--- src/oals_pkg.sv ---
package oals_pkg;
	// ------------------------------------------------------------
	// Geometry
	// ------------------------------------------------------------
	localparam int CHANNEL_COUNT   = 8;
	localparam int RESULT_BITS     = 16;
	localparam int CMOS_LANES      = 8;
	localparam int DIFF_PAIRS      = 4;
	localparam int READOUT_BITS    = CHANNEL_COUNT * RESULT_BITS; // 128 bits per lane max
	localparam int CNT_W           = 8;
	// ------------------------------------------------------------
	// Host timing
	// ------------------------------------------------------------
	localparam int SYS_CLK_PERIOD_NS = 5;
	localparam int STROBE_HIGH_NS    = 30;
	localparam int STROBE_HIGH_CYC   = (STROBE_HIGH_NS + SYS_CLK_PERIOD_NS - 1) / SYS_CLK_PERIOD_NS;
	localparam int CONV_TIME_NS      = 100;
	localparam int CONV_TIME_CYC     = (CONV_TIME_NS + SYS_CLK_PERIOD_NS - 1) / SYS_CLK_PERIOD_NS;
	localparam int SHIFT_HALF_CYC    = 16; // 160 ns shift clock period
	localparam logic [7:0] RESET_SHIFT_LIMIT = 8'h80;
endpackage : oals_pkg

--- src/oals_link_if.sv ---
`timescale 1ns/1ps
interface oals_link_if;
	logic       conversion_strobe;  // Host strobe, high samples, fall converts
	logic       shift_clock;        // Host shift clock
	logic       edge_rate_select;   // 0 single-rate, 1 dual-edge
	logic       diff_mode;          // 0 single-ended lanes, 1 differential pairs
	logic [7:0] cmos_lane;          // Single-ended lanes 1..8
	logic [3:0] diff_pair;          // Differential pairs a..d
	logic       echoed_shift_clock; // Delayed shift clock copy
	modport device (
		input  conversion_strobe, shift_clock, edge_rate_select, diff_mode,
		output cmos_lane, diff_pair, echoed_shift_clock
	);
	modport host (
		output conversion_strobe, shift_clock, edge_rate_select, diff_mode,
		input  cmos_lane, diff_pair, echoed_shift_clock
	);
endinterface : oals_link_if

--- src/oals_sync.sv ---
`timescale 1ns/1ps
module oals_sync #(
	parameter int WIDTH = 1
) (
	input  wire logic             sys_clk, // System clock
	input  wire logic             rst_n,   // Synchronous reset, low
	input  wire logic [WIDTH-1:0] async_in, // Pin inputs
	output logic      [WIDTH-1:0] sync_out  // Synchronised copy
);
	logic [WIDTH-1:0] meta_q;
	// ------------------------------------------------------------
	// Two flop synchroniser
	// ------------------------------------------------------------
	always_ff @(posedge sys_clk)
	begin
		if (!rst_n)
		begin
			meta_q   <= '0;
			sync_out <= '0;
		end
		else
		begin
			meta_q   <= async_in;
			sync_out <= meta_q;
		end
	end
endmodule : oals_sync

--- src/oals_host.sv ---
`timescale 1ns/1ps
module oals_host
	import oals_pkg::*;
(
	input  wire logic                   sys_clk,   // System clock
	input  wire logic                   rst_n,     // Synchronous reset, low
	oals_link_if.host                   link,      // Link to device
	input  wire logic                   start,     // Begin one conversion frame
	input  wire logic                   ddr_mode,  // Dual-edge select
	input  wire logic                   diff_sel,  // Differential select
	input  wire logic [3:0]             lanes,     // Lanes used: 1,2,4,8 (diff 1,2,4)
	output logic [RESULT_BITS-1:0]      result [CHANNEL_COUNT], // Captured results
	output logic                        done       // Frame complete pulse
);
	typedef enum logic [1:0] {S_IDLE = 2'b00, S_STROBE = 2'b01, S_CONV = 2'b10, S_SHIFT = 2'b11} oals_state_type;
	oals_state_type st_q;
	logic [7:0] cnt_q, edges_q, need;
	logic       sck_q, strobe_q;
	logic [7:0] din_s;
	logic [7:0] lane_v;
	logic [3:0] per;    // Results read per lane
	logic [7:0] idx;    // Bit index along a lane
	logic       sample; // Capture point
	logic [RESULT_BITS-1:0] sh_q [CHANNEL_COUNT];

	// Edges needed: 128/lanes in dual rate, twice that in single rate with two edges per cycle
	always_comb
	begin
		unique case (lanes)
			4'h8:    need = 8'h10;
			4'h4:    need = 8'h20;
			4'h2:    need = 8'h40;
			default: need = 8'h80;
		endcase
	end

	oals_sync #(.WIDTH(8)) u_sync (
		.sys_clk  (sys_clk),
		.rst_n    (rst_n),
		.async_in (diff_sel ? {4'h0, link.diff_pair} : link.cmos_lane),
		.sync_out (din_s)
	);

	// Lanes in use sample from lanes 1,3,5,7 or 1,5 or 1 (pairs a,c / a)
	always_comb
	begin
		lane_v = din_s;
	end

	// ------------------------------------------------------------
	// Frame sequencing: strobe, wait conversion, shift
	// ------------------------------------------------------------
	always_ff @(posedge sys_clk)
	begin
		if (!rst_n)
		begin
			st_q     <= S_IDLE;
			cnt_q    <= '0;
			edges_q  <= '0;
			sck_q    <= 1'b0;
			strobe_q <= 1'b0;
			done     <= 1'b0;
		end
		else
		begin
			done <= 1'b0;
			unique case (st_q)
				S_IDLE:
					if (start)
					begin
						st_q     <= S_STROBE;
						strobe_q <= 1'b1;
						cnt_q    <= '0;
					end
				S_STROBE:
					if (cnt_q == 8'(STROBE_HIGH_CYC))
					begin
						st_q     <= S_CONV;
						strobe_q <= 1'b0;
						cnt_q    <= '0;
					end
					else
						cnt_q <= cnt_q + 8'h01;
				S_CONV:
					if (cnt_q == 8'(CONV_TIME_CYC))
					begin
						st_q    <= S_SHIFT;
						cnt_q   <= '0;
						edges_q <= '0;
					end
					else
						cnt_q <= cnt_q + 8'h01;
				S_SHIFT:
					if (cnt_q == 8'(SHIFT_HALF_CYC - 1))
					begin
						cnt_q <= '0;
						sck_q <= ~sck_q;
						if (edges_q == (ddr_mode ? need - 8'h01 : 8'((need << 1) - 8'h01)))
						begin
							st_q <= S_IDLE;
							done <= 1'b1;
						end
						edges_q <= edges_q + 8'h01;
					end
					else
						cnt_q <= cnt_q + 8'h01;
			endcase
		end
	end

	// ------------------------------------------------------------
	// Capture: sample lanes mid half-period, before each shifting edge
	// ------------------------------------------------------------
	// Single rate samples while the clock is high, before the fall shifts
	assign per    = need[7:4];
	assign sample = st_q == S_SHIFT && cnt_q == 8'(SHIFT_HALF_CYC / 2) && (ddr_mode || sck_q);
	assign idx    = ddr_mode ? edges_q : (edges_q >> 1);
	genvar c;
	generate
		for (c = 0; c < CHANNEL_COUNT; c++)
		begin : g_cap
			// Channel c is word (c mod per) of the lane starting at c - slot
			logic [2:0] ln;
			logic [2:0] slot;
			logic [2:0] base;
			logic       cap;
			assign slot = 3'(c) & 3'(per - 4'h1);
			assign base = 3'(c) - slot;
			assign ln   = diff_sel ? (base >> 1) : base;
			assign cap  = sample && idx[6:4] == slot;
			always_ff @(posedge sys_clk)
			begin
				if (!rst_n)
					sh_q[c] <= '0;
				else if (cap)
					sh_q[c] <= {sh_q[c][RESULT_BITS-2:0], lane_v[ln]};
			end
			always_ff @(posedge sys_clk)
			begin
				if (!rst_n)
					result[c] <= '0;
				else if (done)
					result[c] <= sh_q[c];
			end
		end
	endgenerate

	assign link.conversion_strobe = strobe_q;
	assign link.shift_clock       = sck_q;
	assign link.edge_rate_select  = ddr_mode;
	assign link.diff_mode         = diff_sel;
endmodule : oals_host

--- src/flat_wrapper.sv ---
// flat-port wrapper written by rule: the top's interface ports become plain ports
module oals_host_flat import oals_pkg::*;
  (sys_clk, rst_n, start, ddr_mode, diff_sel, lanes, result, done, link_conversion_strobe, link_shift_clock, link_edge_rate_select, link_diff_mode, link_cmos_lane, link_diff_pair, link_echoed_shift_clock);
  oals_link_if link_i ();
  input  wire logic sys_clk;
  input  wire logic rst_n;
  input  wire logic start;
  input  wire logic ddr_mode;
  input  wire logic diff_sel;
  input  wire logic [3:0] lanes;
  output logic [RESULT_BITS-1:0] result[CHANNEL_COUNT];
  output logic done;
  output wire logic [$bits(link_i.conversion_strobe)-1:0] link_conversion_strobe;
  output wire logic [$bits(link_i.shift_clock)-1:0] link_shift_clock;
  output wire logic [$bits(link_i.edge_rate_select)-1:0] link_edge_rate_select;
  output wire logic [$bits(link_i.diff_mode)-1:0] link_diff_mode;
  input wire logic [$bits(link_i.cmos_lane)-1:0] link_cmos_lane;
  input wire logic [$bits(link_i.diff_pair)-1:0] link_diff_pair;
  input wire logic [$bits(link_i.echoed_shift_clock)-1:0] link_echoed_shift_clock;
  assign link_conversion_strobe = link_i.conversion_strobe;
  assign link_shift_clock = link_i.shift_clock;
  assign link_edge_rate_select = link_i.edge_rate_select;
  assign link_diff_mode = link_i.diff_mode;
  assign link_i.cmos_lane = link_cmos_lane;
  assign link_i.diff_pair = link_diff_pair;
  assign link_i.echoed_shift_clock = link_echoed_shift_clock;
  oals_host u_core (.sys_clk(sys_clk), .rst_n(rst_n), .link(link_i), .start(start), .ddr_mode(ddr_mode), .diff_sel(diff_sel), .lanes(lanes), .result(result), .done(done));
endmodule
--- config.mk ---
export PLATFORM = sky130hd
export DESIGN_NAME = oals_host_flat
export DESIGN_NICKNAME = d
export VERILOG_FILES = /design/src/oals_pkg.sv /design/src/oals_link_if.sv /design/src/oals_sync.sv /design/src/oals_host.sv /design/src/flat_wrapper.sv
export SDC_FILE = /design/constraint.sdc
export NUM_CORES = 1
export LEC_CHECK = 0
export BUFFER_PORTS_ARGS = -buffer_cell sky130_fd_sc_hd__buf_2
export CORE_MARGIN = 3
export CORE_UTILIZATION = 57
export CTS_CLUSTER_DIAMETER = 50
export DETAILED_ROUTE_END_ITERATION = 8
export GPL_ROUTABILITY_DRIVEN = 0
export GPL_TIMING_DRIVEN = 0
export HOLD_SLACK_MARGIN = 0.02
export PLACE_DENSITY_LB_ADDON = 0.3
export SLEW_MARGIN = 20
export SYNTH_ARGS = -nofsm -noshare
export SYNTH_HDL_FRONTEND = slang
export SYNTH_SLANG_ARGS = --single-unit
--- constraint.sdc ---
create_clock -name sys_clk -period 4.4 [get_ports sys_clk]
set_input_delay 0.22 -clock sys_clk [delete_from_list [all_inputs] [get_ports sys_clk]]
set_output_delay 0.22 -clock sys_clk [all_outputs]
set_load 0.005 [all_outputs]
==> metrics.txt <==
CP peak stage delay 630 ps; nature of the critical path endpoint register; antenna violations before repair 0; min Tclk post-route 3140 ps; vias in the first global route 7404; Fmax 0.319 GHz; layout cells sized above 1 0.198; Die X-Extent 147 um; delay-heaviest family, CP simple AND/OR/NAND/NOR gates; DP HPWL 16100 um; Mapped Nets 980; ys flop type dfxtp_1; slowest CP cell nor4b_2; met2 global-route usage 0.360; Clock Latency Late Sink 540 ps; Async SR Flop Fraction 0; Min Hold Slack 58.0 ps; final worst slack 1260 ps; setup_tns 0 ps; Vias 7525; crit-path max FO 10; # diodes 0; first-pass GRT wire length 38100 um; PD cells 421 mW/mm^2; WS Path Type in -> reg; Tot GR Track Use 0.215; pin count of the biggest net entering global routing 16; Worst Hold Class in -> reg; Warnings, synthesis 0; Leakage 0.00537 uW; Initial DRT Pass Iterations 5; IO buf count 152; GR Layer Usage met1 0.296; GRT overflow 0; Clock Tree Root clkbuf_16; Syn Inst Count 948; slew margin rel. 0.378; clk buf depth 3; # Max-Cap Violations 0; Placement Setup Slack 778 ps; crit path cell chain buf_2, nor4b_2, inv_2, ha_1, xnor2_2, xnor2_1, or2_1, buf_2, nor2_1, clkbuf_1, and2_1; Mean Syn Cell Area 12.0 sq um; Worst Path Arrival 3550 ps; Post-CTS Setup Bufs 0; Peak VDD IR 0.296 mV; synthesis-stage register bit count 293; Netlist cell types 59; Critical Path RT 4810 ps; core area 0.0195 sq mm; IO Count 155; # DRC 0; Layout Utilization 0.701; CTS tree built; Detailed Route WL 23400 um; Initial Util 0.582; H-tree Lvls 1; Area Growth Syn to Fin 20.4%; met3 usage 0.0299; netlist area before placement 0.0114 sq mm; Worst Tran Pin Value 933 ps; post-cts sizing count 0; Avg WL per Cell 16.2 um; Cell Rows 51; Num CTS Buffers 31; DRT iter0 DRCs 368; final period utilization 0.713; die height 147 um; Routed Antenna Nets 0; clock sink count 293; CP most frequent cell buf_2; Final Slew Violations 0; outcome complete, no violations; Worst Path Buf+Inv 4; Post-synth EDFFs 128; # setup viols final 0; Die ar. 0.0217 sq mm; Seq/Total Area, Yosys 0.629; gr busiest metal met2; Clock transition at path regs 60 ps; vias per cell 5.22; Clock Skew 23.9 ps; CP Launch Type input port; nets 1185; RSZ-0062 raised after global routing no; Fin. Hold Viols 0
routing by layer:
metal / share of wire / wire (um) / vias to the layer above
met1: 0.44 / 10300 / 3634
met2: 0.48 / 11300 / 199
met3: 0.053 / 1250 / 35
met5: 0 / 0 / -
li1: - / - / 3657
met4: 0.023 / 549 / 0
layout by cell type, fill, tap and decap left out, types with 3 or more instances in the layout:
cell type      instances
a21oi_1               10
inv_1                  8
xor2_1                 9
buf_6                  8
nor2_1               165
xnor2_1                8
buf_1                 13
o21ai_2                8
edfxtp_1             128
clkinv_1               7
nand4_1                3
and2_1               133
ha_1                  10
or3_1                  4
nand2_1               23
nor4b_1                3
o21ai_0               12
nand3_1                8
clkbuf_1              38
dfxtp_1              165
mux2i_1              142
bufinv_16              3
buf_2                155
dlygate4sd3_1         12
nor3_1                10
clkbuf_8               3
clkbuf_16             31
buf_4                  3
nand2b_1               3
metrics by stage:
| step | power, uW | instances | instance area (sq um) |
|---|---|---|---|
| 3_5_place_dp | 3310 | 1373 | 12600 |
| 3_3_place_gp | 3300 | 1365 | 12500 |
| 4_1_cts | 5810 | 1441 | 13700 |
| 6_report | 5760 | 1441 | 13700 |
| 2_1_floorplan | 3210 | 948 | 11400 |
| 5_1_grt | 5970 | 1441 | 13700 |
sequential cells by signal, summed over array words and instances (netlist names), 2 cells and up:
signal,count
u_core.st_q,2
u_core.edges_q,8
u_core.cnt_q,8
u_core.result,128
u_core.u_sync.meta_q,8
u_core.u_sync.sync_out,8
u_core.sh_q,128
synth_stat cells, types with 2 or more instances:
master     count  area [sq um]
dfxtp_1      165          3300
nor2_1       165           619
mux2i_1      142          1420
and2_1       133           832
edfxtp_1     128          3840
clkbuf_1      29           109
nand2_1       23          86.3
o21ai_0       20           100
buf_1         13          48.8
a21oi_1       10          50.1
ha_1          10           125
nor3_1        10          50.1
xor2_1         9          78.8
inv_1          8          30.0
nand3_1        8          40.0
xnor2_1        8          70.1
or3_1          4          25.0
buf_2          3          15.0
buf_4          3          22.5
nand2b_1       3          18.8
nand4_1        3          18.8
nor4b_1        3          26.3
a2111oi_0      2          17.5
a21oi_2        2          17.5
and3_1         2          12.5
mux2_2         2          22.5
nand4b_1       2          17.5
nor2b_1        2          12.5
nor4_1         2          12.5
o211ai_1       2          15.0
o21ai_1        2          10.0
o31ai_1        2          15.0
or4_1          2          15.0
worst paths after layout:
path | startpoint | to | slack (ps) | cells after the start
worst min-delay path | start | u_core.link.conversion_strobe$_SDFFE_PN0P_ | 60 | 4
worst max-delay path | lanes[2] | u_core.sh_q[1][24]$_SDFFCE_PN0P_ | 1260 | 11
worst min register to register | u_core.u_sync.meta_q[7]$_SDFF_PP0_ | u_core.u_sync.sync_out[7]$_SDFF_PN0_ | 430 | 1
worst max register to register | u_core.cnt_q[4]$_SDFFE_PN0P_ | u_core.sh_q[0][58]$_SDFFCE_PN0P_ | 1770 | 6
area by class of cell:
class                           instances  area [sq um]
Multi-Input combinational cell        595          4000
Inverter                               10          37.5
Sequential cell                       293          7150
Tap cell                              265           332
Clock inverter                         14           151
Timing Repair Buffer                  172           971
Clock buffer                           42           837
Fill cell                            1426          5840
Buffer                                 50           218
repair_timing:
action,CTS,global route
endpoints found under the setup margin,0,0
endpoints found under the hold margin,8,0
hold buffers,12,0
cells by family (layout without fill, tap and decap cells):
family          after synthesis  in the layout  share of synthesized area
mux                         146            146                      0.130
flops                       293            293                      0.629
xor+xnor                     18             18                     0.0145
buf+inv                      60            288                     0.0225
fa+ha+maj                    10             10                     0.0110
compound gates               49             49                     0.0269
simple gates                372            372                      0.166
where the power goes:
part	internal, uW	switching (uW)	total [uW]
logic	128	202	330
clock network	1500	995	2500
registers	2900	39.5	2940
worst min-delay path, cell delays in order:
cell      delay (ps)
buf_2            110
nand2_1           50
o211ai_1          80
a21oi_1           70
No activity file was read; power rests on OpenSTA's default activity.
